[src/supply_mode_pkg.sv]
// Package with register map, field layout and types for supply mode control
package supply_mode_pkg;
  localparam int ADDR_W = 16;
  localparam int DATA_W = 4;
  localparam logic [15:0] SUPPLY_MODE_CONTROL_ADDR = 16'hff01;
  localparam logic [15:0] LCD_POWER_ADDR = 16'hff60;
  localparam logic [3:0] SUPPLY_MODE_CONTROL_RESET = 4'h0;
  localparam logic [3:0] LCD_POWER_RESET = 4'h0;
  localparam int BIT_DOUBLER = 0;
  localparam int BIT_HALVER = 1;
  localparam int BIT_OSC_SEL = 2;
  localparam int BIT_LCD_SEL = 3;
  localparam int BIT_LCD_PWR = 0;
  localparam int SETTLE_MS = 100;
  localparam int CLK_KHZ = 125000;
  localparam int SETTLE_CYCLES = SETTLE_MS * CLK_KHZ;

  typedef enum logic [2:0] {
    MODE_NORMAL = 3'b001,
    MODE_DOUBLE = 3'b010,
    MODE_HALVE = 3'b100
  } conv_mode_t;

  typedef struct packed {
    logic [ADDR_W-1:0] addr;
    logic [DATA_W-1:0] wdata;
    logic wr;
    logic rd;
  } reg_req_t;

  typedef struct packed {
    conv_mode_t conv_mode;
    logic osc_regulator_on_converted;
    logic lcd_circuit_on_converted;
    logic lcd_drive_out;
  } supply_ctrl_t;
endpackage : supply_mode_pkg

[src/conv_mode_decode.sv]
// Converter mode decode with doubler priority
`timescale 1ns/1ps
module conv_mode_decode (
  input wire logic doubler_enable_i, // Doubler control bit
  input wire logic halver_enable_i, // Halver control bit
  output supply_mode_pkg::conv_mode_t mode_o // Effective converter mode
);
  import supply_mode_pkg::*;
  always_comb begin
    if (doubler_enable_i) begin
      mode_o = MODE_DOUBLE; // see RL1 see RL2
    end else if (halver_enable_i) begin
      mode_o = MODE_HALVE; // see RL1
    end else begin
      mode_o = MODE_NORMAL; // see RL1
    end
  end
endmodule : conv_mode_decode

[src/settle_timer.sv]
// Converter settling timer, reports when the derived voltage has had time
`timescale 1ns/1ps
module settle_timer #(
  parameter int CYCLES = supply_mode_pkg::SETTLE_CYCLES
) (
  input wire logic clk_i, // System clock
  input wire logic arst_n_i, // Async reset, active low
  input wire logic conv_on_i, // Converter running
  output logic settled_o // Settling time elapsed
);
  import supply_mode_pkg::*;
  typedef struct packed {
    logic [31:0] cnt;
    logic settled;
  } st_t;
  st_t s;
  st_t next_s;
  always_comb begin
    next_s = s;
    if (!conv_on_i) begin
      next_s.cnt = 32'h0;
      next_s.settled = 1'b0;
    end else if (s.cnt >= 32'(CYCLES - 1)) begin
      next_s.settled = 1'b1;
    end else begin
      next_s.cnt = s.cnt + 32'h1;
    end
  end
  always_ff @(posedge clk_i or negedge arst_n_i) begin
    if (!arst_n_i) begin
      s <= '0;
    end else begin
      s <= next_s;
    end
  end
  assign settled_o = s.settled;
endmodule : settle_timer

[src/supply_mode_control.sv]
// Supply mode control register block and derived supply steering
// How it works
// RL1: Doubler/halver bits pick normal, double or halve
// RL2: Doubler bit wins over halver bit
// RL3: One converted supply shared by both circuits
// RL4: Each circuit has its own source select
// RL5: Software waits settling before setting select
// RL6: Software clears select before converter off
// RL7: Select and converter cleared in separate writes
// RL8: Reset gives normal mode, plain supply
// RL9: LCD drive passes only while power bit set
// RL10: Lowest supply needs doubler on both circuits
// RL11: Doubler before raising core voltage
// RL12: No fast oscillator in halver mode
// RL13: Highest supply never doubles LCD circuit
// RL14: Doubler advised on supply drop report
// RL15: Control bits 3..0 LCD, osc, halve, double
// RL16: Reads return last written bits
// RL17: Effective mode decoded to analog circuits
//
// Our own choice: the address-and-strobe port.
`timescale 1ns/1ps
module supply_mode_control #(
  parameter int SETTLE_CYCLES_P = supply_mode_pkg::SETTLE_CYCLES
) (
  input wire logic clk_i, // System clock
  input wire logic arst_n_i, // Async reset, active low
  input wire logic [supply_mode_pkg::ADDR_W-1:0] addr_i, // Register address
  input wire logic [supply_mode_pkg::DATA_W-1:0] wdata_i, // Write data
  input wire logic wr_i, // Write strobe
  input wire logic rd_i, // Read strobe
  input wire logic lcd_drive_i, // LCD drive voltage present
  output logic [supply_mode_pkg::DATA_W-1:0] rdata_o, // Read data, next cycle
  output supply_mode_pkg::conv_mode_t conv_mode_o, // Effective converter mode
  output logic osc_regulator_on_converted_o, // Osc regulator uses converted supply
  output logic lcd_circuit_on_converted_o, // LCD circuit uses converted supply
  output logic lcd_drive_o, // Gated LCD drive to driver
  output logic converted_settled_o, // Converted supply settled
  output logic seq_error_o // Sticky: select and converter cleared together
);
  import supply_mode_pkg::*;

  typedef struct packed {
    logic [DATA_W-1:0] ctrl;
    logic lcd_power_on;
    logic [DATA_W-1:0] rdata;
    supply_ctrl_t out;
    logic settled;
    logic seq_error;
    logic drive_meta;
    logic drive_sync;
  } state_t;

  state_t s;
  state_t next_s;
  reg_req_t req;
  conv_mode_t mode_dec;
  logic settled_raw;
  logic [DATA_W-1:0] ctrl_next;
  logic hit_ctrl;
  logic hit_pwr;
  logic conv_was_on;
  logic conv_goes_off;
  logic sel_goes_off;

  assign req = '{addr: addr_i, wdata: wdata_i, wr: wr_i, rd: rd_i};
  assign hit_ctrl = (req.addr == SUPPLY_MODE_CONTROL_ADDR);
  assign hit_pwr = (req.addr == LCD_POWER_ADDR);
  assign ctrl_next = (req.wr && hit_ctrl) ? req.wdata : s.ctrl;

  // Mode decodes the bits being written so the change shows one cycle after the write, with the stored bits
  conv_mode_decode u_decode (
    .doubler_enable_i(ctrl_next[BIT_DOUBLER]),
    .halver_enable_i(ctrl_next[BIT_HALVER]),
    .mode_o(mode_dec)
  );

  settle_timer #(
    .CYCLES(SETTLE_CYCLES_P)
  ) u_settle (
    .clk_i(clk_i),
    .arst_n_i(arst_n_i),
    .conv_on_i(s.ctrl[BIT_DOUBLER] | s.ctrl[BIT_HALVER]),
    .settled_o(settled_raw)
  );

  assign conv_was_on = s.ctrl[BIT_DOUBLER] | s.ctrl[BIT_HALVER];
  assign conv_goes_off = conv_was_on & ~(wdata_i[BIT_DOUBLER] | wdata_i[BIT_HALVER]);
  assign sel_goes_off = (s.ctrl[BIT_OSC_SEL] & ~wdata_i[BIT_OSC_SEL])
                      | (s.ctrl[BIT_LCD_SEL] & ~wdata_i[BIT_LCD_SEL]);

  always_comb begin
    next_s = s;
    next_s.rdata = '0;
    if (req.wr && hit_ctrl) begin
      next_s.ctrl = req.wdata; // see RL15 see RL4
      if (conv_goes_off && sel_goes_off) begin
        next_s.seq_error = 1'b1; // see RL7
      end
    end
    if (req.wr && hit_pwr) begin
      next_s.lcd_power_on = req.wdata[BIT_LCD_PWR];
    end
    if (req.rd && hit_ctrl) begin
      next_s.rdata = s.ctrl; // see RL16
    end else if (req.rd && hit_pwr) begin
      next_s.rdata = {{(DATA_W-1){1'b0}}, s.lcd_power_on};
    end
    next_s.out.conv_mode = mode_dec; // see RL17 see RL2
    next_s.out.osc_regulator_on_converted = next_s.ctrl[BIT_OSC_SEL]; // see RL3 see RL4
    next_s.out.lcd_circuit_on_converted = next_s.ctrl[BIT_LCD_SEL]; // see RL3 see RL4
    // Drive level is asynchronous to this clock, two flops first
    next_s.drive_meta = lcd_drive_i;
    next_s.drive_sync = s.drive_meta;
    next_s.out.lcd_drive_out = s.lcd_power_on & s.drive_sync; // see RL9
    next_s.settled = settled_raw;
  end

  always_ff @(posedge clk_i or negedge arst_n_i) begin
    if (!arst_n_i) begin
      s.ctrl <= SUPPLY_MODE_CONTROL_RESET; // see RL8
      s.lcd_power_on <= LCD_POWER_RESET[BIT_LCD_PWR];
      s.rdata <= '0;
      s.out.conv_mode <= MODE_NORMAL; // see RL8
      s.out.osc_regulator_on_converted <= 1'b0;
      s.out.lcd_circuit_on_converted <= 1'b0;
      s.out.lcd_drive_out <= 1'b0;
      s.settled <= 1'b0;
      s.seq_error <= 1'b0;
      s.drive_meta <= 1'b0;
      s.drive_sync <= 1'b0;
    end else begin
      s <= next_s;
    end
  end

  assign rdata_o = s.rdata;
  assign conv_mode_o = s.out.conv_mode;
  assign osc_regulator_on_converted_o = s.out.osc_regulator_on_converted;
  assign lcd_circuit_on_converted_o = s.out.lcd_circuit_on_converted;
  assign lcd_drive_o = s.out.lcd_drive_out;
  assign converted_settled_o = s.settled;
  assign seq_error_o = s.seq_error;

  property p_double_priority; // see RL2
    @(posedge clk_i) disable iff (!arst_n_i)
      s.ctrl[BIT_DOUBLER] |-> conv_mode_o == MODE_DOUBLE;
  endproperty
  a_double_priority: assert property (p_double_priority) // see RL2
    else $error("doubler bit set but mode not double");

  property p_halve_mode; // see RL1
    @(posedge clk_i) disable iff (!arst_n_i)
      (s.ctrl[BIT_HALVER] && !s.ctrl[BIT_DOUBLER]) |-> conv_mode_o == MODE_HALVE;
  endproperty
  a_halve_mode: assert property (p_halve_mode) // see RL1
    else $error("halver only but mode not halve");

  property p_normal_mode; // see RL1
    @(posedge clk_i) disable iff (!arst_n_i)
      (!s.ctrl[BIT_HALVER] && !s.ctrl[BIT_DOUBLER]) |-> conv_mode_o == MODE_NORMAL;
  endproperty
  a_normal_mode: assert property (p_normal_mode) // see RL1
    else $error("both off but mode not normal");

  property p_ctrl_write; // see RL15
    @(posedge clk_i) disable iff (!arst_n_i)
      (wr_i && addr_i == SUPPLY_MODE_CONTROL_ADDR) |=> s.ctrl == $past(wdata_i);
  endproperty
  a_ctrl_write: assert property (p_ctrl_write) // see RL15
    else $error("control write not stored");

  property p_readback; // see RL16
    @(posedge clk_i) disable iff (!arst_n_i)
      (rd_i && addr_i == SUPPLY_MODE_CONTROL_ADDR) |=> rdata_o == $past(s.ctrl);
  endproperty
  a_readback: assert property (p_readback) // see RL16
    else $error("readback differs from stored value");

  property p_selects; // see RL4
    @(posedge clk_i) disable iff (!arst_n_i)
      osc_regulator_on_converted_o == s.ctrl[BIT_OSC_SEL]
      && lcd_circuit_on_converted_o == s.ctrl[BIT_LCD_SEL];
  endproperty
  a_selects: assert property (p_selects) // see RL4
    else $error("select outputs differ from control bits");

  property p_lcd_gate; // see RL9
    @(posedge clk_i) disable iff (!arst_n_i)
      lcd_drive_o |-> $past(s.lcd_power_on);
  endproperty
  a_lcd_gate: assert property (p_lcd_gate) // see RL9
    else $error("lcd drive passed while power off");

  property p_mode_follows_write; // see RL17
    @(posedge clk_i) disable iff (!arst_n_i)
      (wr_i && addr_i == SUPPLY_MODE_CONTROL_ADDR && wdata_i[BIT_DOUBLER])
      |=> conv_mode_o == MODE_DOUBLE;
  endproperty
  a_mode_follows_write: assert property (p_mode_follows_write) // see RL17
    else $error("mode not updated on write");

  property p_osc_sel_on; // see RL4
    @(posedge clk_i) disable iff (!arst_n_i)
      (wr_i && hit_ctrl && wdata_i[BIT_OSC_SEL]) |=> osc_regulator_on_converted_o;
  endproperty
  a_osc_sel_on: assert property (p_osc_sel_on) // see RL4
    else $error("osc regulator select not set by write");

  property p_osc_sel_off; // see RL4
    @(posedge clk_i) disable iff (!arst_n_i)
      (wr_i && hit_ctrl && !wdata_i[BIT_OSC_SEL]) |=> !osc_regulator_on_converted_o;
  endproperty
  a_osc_sel_off: assert property (p_osc_sel_off) // see RL4
    else $error("osc regulator select not cleared by write");

  property p_lcd_sel_on; // see RL4
    @(posedge clk_i) disable iff (!arst_n_i)
      (wr_i && hit_ctrl && wdata_i[BIT_LCD_SEL]) |=> lcd_circuit_on_converted_o;
  endproperty
  a_lcd_sel_on: assert property (p_lcd_sel_on) // see RL4
    else $error("lcd circuit select not set by write");

  property p_lcd_sel_off; // see RL4
    @(posedge clk_i) disable iff (!arst_n_i)
      (wr_i && hit_ctrl && !wdata_i[BIT_LCD_SEL]) |=> !lcd_circuit_on_converted_o;
  endproperty
  a_lcd_sel_off: assert property (p_lcd_sel_off) // see RL4
    else $error("lcd circuit select not cleared by write");

  property p_halve_follows_write; // see RL17
    @(posedge clk_i) disable iff (!arst_n_i)
      (wr_i && hit_ctrl && !wdata_i[BIT_DOUBLER] && wdata_i[BIT_HALVER])
      |=> conv_mode_o == MODE_HALVE;
  endproperty
  a_halve_follows_write: assert property (p_halve_follows_write) // see RL17
    else $error("halve mode not updated on write");

  property p_normal_follows_write; // see RL17
    @(posedge clk_i) disable iff (!arst_n_i)
      (wr_i && hit_ctrl && !wdata_i[BIT_DOUBLER] && !wdata_i[BIT_HALVER])
      |=> conv_mode_o == MODE_NORMAL;
  endproperty
  a_normal_follows_write: assert property (p_normal_follows_write) // see RL17
    else $error("normal mode not updated on write");

  property p_mode_onehot; // see RL1
    @(posedge clk_i) disable iff (!arst_n_i)
      $onehot(conv_mode_o);
  endproperty
  a_mode_onehot: assert property (p_mode_onehot) // see RL1
    else $error("converter mode not one-hot");

  property p_ctrl_hold; // see RL16
    @(posedge clk_i) disable iff (!arst_n_i)
      !(wr_i && hit_ctrl) |=> $stable(s.ctrl);
  endproperty
  a_ctrl_hold: assert property (p_ctrl_hold) // see RL16
    else $error("control bits changed without a write");

  property p_rdata_idle; // see RL16
    @(posedge clk_i) disable iff (!arst_n_i)
      !rd_i |=> rdata_o == '0;
  endproperty
  a_rdata_idle: assert property (p_rdata_idle) // see RL16
    else $error("read data not zero outside a read");

  property p_rdata_power; // see RL16
    @(posedge clk_i) disable iff (!arst_n_i)
      (rd_i && hit_pwr)
      |=> rdata_o[0] == $past(s.lcd_power_on) && rdata_o[DATA_W-1:1] == '0;
  endproperty
  a_rdata_power: assert property (p_rdata_power) // see RL16
    else $error("power readback differs from stored bit");

  property p_pwr_on; // see RL9
    @(posedge clk_i) disable iff (!arst_n_i)
      (wr_i && hit_pwr && wdata_i[BIT_LCD_PWR]) |=> s.lcd_power_on;
  endproperty
  a_pwr_on: assert property (p_pwr_on) // see RL9
    else $error("lcd power bit not set by write");

  property p_drive_off; // see RL9
    @(posedge clk_i) disable iff (!arst_n_i)
      !s.lcd_power_on |=> !lcd_drive_o;
  endproperty
  a_drive_off: assert property (p_drive_off) // see RL9
    else $error("lcd drive passed with power bit clear");

  property p_drive_sync; // see RL9
    @(posedge clk_i) disable iff (!arst_n_i)
      lcd_drive_o |-> $past(s.drive_sync);
  endproperty
  a_drive_sync: assert property (p_drive_sync) // see RL9
    else $error("lcd drive passed without drive present");

  property p_seq_error_set; // see RL7
    @(posedge clk_i) disable iff (!arst_n_i)
      (wr_i && hit_ctrl && conv_goes_off && sel_goes_off)
      |=> seq_error_o;
  endproperty
  a_seq_error_set: assert property (p_seq_error_set) // see RL7
    else $error("combined select and converter clear not flagged");

  property p_seq_error_sticky; // see RL7
    @(posedge clk_i) disable iff (!arst_n_i)
      seq_error_o |=> seq_error_o;
  endproperty
  a_seq_error_sticky: assert property (p_seq_error_sticky) // see RL7
    else $error("sequence error flag dropped");

  property p_settled_off; // see RL5
    @(posedge clk_i) disable iff (!arst_n_i)
      (!s.ctrl[BIT_DOUBLER] && !s.ctrl[BIT_HALVER])
      |-> ##2 !converted_settled_o;
  endproperty
  a_settled_off: assert property (p_settled_off) // see RL5
    else $error("settled flag high with converter off");
endmodule : supply_mode_control

[config.mk]
export PLATFORM = sky130hd
export DESIGN_NAME = supply_mode_control
export DESIGN_NICKNAME = d
export VERILOG_FILES = /design/src/supply_mode_pkg.sv /design/src/conv_mode_decode.sv /design/src/settle_timer.sv /design/src/supply_mode_control.sv
export SDC_FILE = /design/constraint.sdc
export NUM_CORES = 1
export LEC_CHECK = 0
export BUFFER_PORTS_ARGS = -buffer_cell sky130_fd_sc_hd__buf_2
export CAP_MARGIN = 10
export CORE_ASPECT_RATIO = 1.2
export CORE_MARGIN = 3
export CORE_UTILIZATION = 56
export DETAILED_ROUTE_END_ITERATION = 10
export PLACE_DENSITY_LB_ADDON = 0.12
export SYNTH_ARGS = -nofsm -noshare
export SYNTH_HDL_FRONTEND = slang
export SYNTH_SLANG_ARGS = --single-unit
[constraint.sdc]
create_clock -name clk_i -period 2.6 [get_ports clk_i]
set_input_delay 0.13 -clock clk_i [delete_from_list [all_inputs] [get_ports clk_i]]
set_output_delay 0.13 -clock clk_i [all_outputs]
set_load 0.03 [all_outputs]
==> results.md, run 1 <==
* DR DRC count at 0
* Post-route ant nets at 0
* Syn avg cell area at 10.2 um^2
* Via-to-Cell Ratio at 5.77
* Part of the cycle the worst path needs at 93.7%
* Routed via count at 1887
* R2R Path Start: u_settle.s[15]
* Clock Skew at 9.57 ps
* CTS Buf Count at 5
* Syn_nets at 261
* Vias in the first global route at 1853
* EDFF count, synth at 0
* CP Class: reg2reg
* Tot GR Track Use at 19.8%
* Yosys warns at 0
* Number of diodes at 0
* Synth area leader: dfrtp_1
* CTS tree: yes
* Share of layout cells above drive strength 1 at 24.5%
* Hold depth at 3
* Pre-CTS setup slack at 154 ps
* Rel. slew slack at 58.6%
* Setup ws final at 163 ps
* RSZ-0062 raised after global routing: no
* Worst Path Required at 2820 ps
* Final Hold Vio Count at 0
* Clock transition at path regs at 90 ps
* # nets final at 298
* H-tree levels at 2
* Clk sink count at 49
* Post-DP HPWL at 3340 um
* Max-Cap Viols at 0
* Yosys reg bits at 49
* Crit. End Element: flop
* Root Buffer: clkbuf_8
* Leakage at 1.24 nW
* Clock buffer depth at 2
* Die height at 77.5 um
* Slew @ Worst Pin at 621 ps
* First-pass GRT wire length at 8030 um
* Maximum number of pins on one net before global-route repair at 29
* Starting Density at 59.1%
* Sequential area share after synthesis at 51.4%
* 1st-pass router iterations at 4
* Worst-skew pair later-pin latency at 300 ps
* Fmax at 0.410 GHz
* IO Port Bufs at 36
* Routed WL at 4550 um
* Grt ovf at 0
* Worst Hold Class: in2reg
* Worst setup SP type: flop
* DRT iter0 DRCs at 131
* Final TNS setup at 0 ps
* R2R Setup Slk at 160 ps
* Placed insts at 317
* GPL Wtd Cong at 0.791
* Initial antenna violation count at 0
* Die ar. at 5080 um^2
* Main synth FF type: dfrtp_1
* Power per cell area at 519 nW/um^2
* Count leader, synth: dfrtp_1
* Status: finished, final reports clean
* Hold endpoint: rdata_o[0]
* I/O Pins at 37
* Yosys cell types at 45
* Endpoints failing setup at 0
* Ys async rst share at 100%
* Fin crit period at 2440 ps
* Worst hold start: rd_i
* Max VDD drop at 0.400 mV
* Synth Cell Area at 2390 um^2
* Die Wd at 65.6 um
* WL/cell at 13.9 um
* FF-to-FF path depth at 6
* Crit path DAT at 2660 ps
* Yosys top cell area share at 50.3%
* Post-Layout Cell Count at 327
* Top cells by count, synth: 48 x dfrtp_1, 16 x a21oi_1, 16 x nand2_1, 14 x nand3_1, 14 x nor2_1
* Overall Power at 0.00143 W
* Worst R2R End: u_settle.s[15]
* P&R area growth vs syn at 15.7%
* Synth area leaders: dfrtp_1 50%, a21oi_1 3.4%, nand3_1 2.9%
* Final Max Slew Viols at 0
* Critical path fanouts, max at 13
* Mapped Cells at 235
* Std cell rows at 25
* Core area at 4040 um^2
-- layer usage --
metal,part of all wire [%],vias to the layer above,global-route usage (%)
met5,0,-,0
met4,1.4,0,5.60
li1,-,939,-
met1,43,906,24.3
met2,52,35,35.2
met3,3.5,7,3.62
-- area by class of cell --
cell class                      instances  area [um^2]
Timing Repair Buffer                   47          268
Tap cell                               54         67.6
Multi-Input combinational cell        163         1040
Clock buffer                            5         68.8
Inverter                                6         22.5
Sequential cell                        49         1230
Fill cell                             316         1270
Clock inverter                          3         65.1
-- logic make-up (layout without fill, tap and decap cells) --
logic type	count (synthesis)	in the layout	share of synthesized area [%]
buf+inv	23	61	4.93
xor+xnor	1	1	0.367
flops	49	49	51.4
fa+ha+maj	1	1	0.524
mux	9	9	4.09
compound gates	50	50	14.5
simple gates	102	102	24.2
-- critical path: stages (launching register included) --
cell and delay (ps):
dfrtp_1 450, or4_4 580, a2111oi_4 370, nor4b_2 150, buf_4 200, or4_1 470, a21oi_1 160
-- where the power goes --
group          switching, W  internal, W   total, W
sequential      0.000000458     0.000763   0.000763
combinational     0.0000228    0.0000180  0.0000408
clock              0.000245     0.000382   0.000627
-- how the worst max path moves through the flow --
stage                         startpoint              to  slack (ps)  cells past startpoint
after floorplan           u_settle.s[15]  u_settle.s[17]         360                      6
after global placement    u_settle.s[15]  u_settle.s[12]         260                      6
after detailed placement  u_settle.s[15]  u_settle.s[17]         150                      6
after CTS                 u_settle.s[15]   u_settle.s[7]         150                      6
after global routing      u_settle.s[15]   u_settle.s[7]          20                      6
final                     u_settle.s[15]  u_settle.s[15]         160                      6
-- stage by stage --
step / area [um^2] / utilization [%] / hold slack [ps]
2_1_floorplan: 2390 / - / -166
5_1_grt: 2760 / 68.4 / 61.0
3_5_place_dp: 2610 / 64.6 / 189
4_1_cts: 2760 / 68.4 / 48.3
6_report: 2760 / 68.4 / 53.7
3_3_place_gp: 2610 / 64.6 / 176
-- registers in the layout, summed over array words and instances, names as in the netlist --
signal,count
converted_settled_o,1
seq_error_o,1
u_settle.settled_o,1
lcd_drive_o,1
conv_mode_o,3
s,5
u_settle.s,32
rdata_o,4
next_s,1
-- placed cells by master (no fill, tap or decap), drive strengths merged, types with 2 or more instances in the layout --
cell         instances
nor4                 3
dlygate4sd3          2
buf                 45
clkbuf               5
inv                  6
and4                 3
o21ai                8
a31oi                4
nor3                 7
mux2                 6
o211ai               2
a21oi               16
nand2b               5
o41ai                2
and3                 2
or4                  9
nor2                14
o31ai                7
or2                  2
and2                10
or3                  5
nand3               14
bufinv               2
mux2i                3
a41o                 3
nand4                7
nand2               16
dfrtp               48
-- what timing repair did --
item | 4_1_cts | 5_1_grt
endpoints found under the hold margin | 28 | 0
hold buffers | 2 | 0
resized for setup | 0 | 0
setup buffers | 0 | 0
(Power assumes the default switching activity.)
==> run 2: changes to the inputs <==
--- a/config.mk
+++ b/config.mk
@@ -9,9 +9,10 @@
 export CAP_MARGIN = 10
 export CORE_ASPECT_RATIO = 1.2
 export CORE_MARGIN = 3
-export CORE_UTILIZATION = 56
+export CORE_UTILIZATION = 60
 export DETAILED_ROUTE_END_ITERATION = 10
 export PLACE_DENSITY_LB_ADDON = 0.12
+export REMOVE_ABC_BUFFERS = 1
 export SYNTH_ARGS = -nofsm -noshare
 export SYNTH_HDL_FRONTEND = slang
 export SYNTH_SLANG_ARGS = --single-unit
==> constraint.sdc (replaced) <==
create_clock -name clk_i -period 3 [get_ports clk_i]
set_input_delay 0.15 -clock clk_i [delete_from_list [all_inputs] [get_ports clk_i]]
set_output_delay 0.15 -clock clk_i [all_outputs]
set_load 0.03 [all_outputs]
==> results.md, run 2 (same netlist as run 1, synthesis figures left out) <==
* CP Class: reg2reg
* Maximum number of pins on one net before global-route repair at 50
* Vias in the first global route at 1811
* DR DRC count at 0
* Crit. End Element: flop
* Clock transition at path regs at 90 ps
* First-pass GRT wire length at 8100 um
* Part of the cycle the worst path needs at 82.0%
* Fin crit period at 2460 ps
* I/O Pins at 37
* Placement Cell Area at 2560 um^2
* Most common cell after layout, fill and taps aside: dfrtp_1
* Endpoints failing setup at 0
* Routed via count at 1943
* Met1 Track Usage GR at 27.5%
* Met2 Use GR at 36.8%
* Number of diodes at 0
* H-tree levels at 2
* Root Buffer: clkbuf_8
* # nets final at 291
* Fmax at 0.407 GHz
* Clock buffer depth at 2
* Leakage at 1.20 nW
* Final hold slack at 30.7 ps
* Max VDD drop at 0.317 mV
* Final Hold Vio Count at 0
* Rel. slew slack at 30.0%
* Die height at 75.1 um
* Initial antenna violation count at 0
* Status: finished, final reports clean
* 1st-pass router iterations at 4
* Routed WL at 4830 um
* Die Wd at 63.6 um
* Met3 GRT Util at 4.63%
* Std cell rows at 24
* Tot GR Track Use at 21.6%
* Final Max Slew Viols at 0
* Fill cells at 278
* RSZ-0062 raised after global routing: no
* Worst setup SP type: flop
* Most frequent cells in the layout: 48 x dfrtp_1, 36 x buf_2, 16 x nand2_1, 16 x a21oi_1
* GPL Wtd Cong at 0.774
* Clk sink count at 49
* Critical path fanouts, max at 16
* Power per cell area at 464 nW/um^2
* CTS Buf Count at 5
* Worst Hold Class: in2async
* Core area at 3720 um^2
* Most used routing layer: met2
* Worst-skew pair later-pin latency at 300 ps
* Starting Density at 64.1%
* WL/cell at 15.2 um
* Worst Path Required at 3230 ps
* IO Port Bufs at 36
* Largest Register: u_settle.s
* Post-DP HPWL at 3310 um
* Max reg flops at 32
* CTS tree: yes
* Overall Power at 0.00126 W
* Final instance area at 2710 um^2
* P&R area growth vs syn at 13.4%
* DRT iter0 DRCs at 84
* Crit path DAT at 2690 ps
* Final TNS setup at 0 ps
* Via-to-Cell Ratio at 6.11
* Share of layout cells above drive strength 1 at 22.9%
* Slew @ Worst Pin at 1050 ps
* Clock Skew at 8.79 ps
* Max-Cap Viols at 0
* Post-route ant nets at 0
* Grt ovf at 0
* Die ar. at 4770 um^2
==> run 2: final timing paths <==
check,depth (start not counted),slack [ps],from,end
setup reg to reg,6,540,u_settle.s[15],u_settle.s[7]
hold reg to reg,0,370,next_s[0],s[0]
max in group asynchronous,1,2320,arst_n_i,u_settle.s[14]
min in group clk_i,3,70,rd_i,rdata_o[0]
hold / removal,1,30,arst_n_i,u_settle.s[6]
setup / recovery,6,540,u_settle.s[15],u_settle.s[7]
==> run 2: stage by stage <==
stage,setup slack (ps),utilization (%),std cells
4_1_cts,551,72.7,318
6_report,541,72.7,318
3_3_place_gp,642,68.7,309
5_1_grt,382,72.7,318
3_5_place_dp,571,68.7,309
2_1_floorplan,607,-,218
==> run 2: area by class of cell <==
type                    instances  area (um^2)  area share (%)
flip-flops and latches         49         1230            45.4
multi-input cells             163         1040            38.5
repair buffers                 40          213            7.86
clock buffers                   5         68.8            2.54
clock inverters                 3         68.8            2.54
well taps                      52         65.1            2.40
inverters                       6         22.5           0.832
==> run 2: where the power goes <==
group	internal (W)	leakage (nW)	switching (W)
logic	0.0000140	0.456	0.0000202
registers	0.000661	0.677	0.000000354
clock network	0.000336	0.0687	0.000226
total	0.00101	1.20	0.000246
==> run 2: repair_timing <==
action                    4_1_cts  5_1_grt
resized for setup               0        0
hold endpoints to repair        1        0
setup buffers                   0        0
hold buffers                    1        0
==> run 2: worst max-delay path: stages, from the launching register on <==
cell and delay [ps]:
dfrtp_1 450, or4_4 570, a2111oi_4 360, nor4b_2 170
buf_4 220, or4_1 470, a21oi_1 160
==> run 2: layer usage <==
metal  share of wire, %  up-vias
li1                   -      932
met1                 46      954
met2                 48       49
met3                4.5        8
met4                1.5        0
met5                  0        -
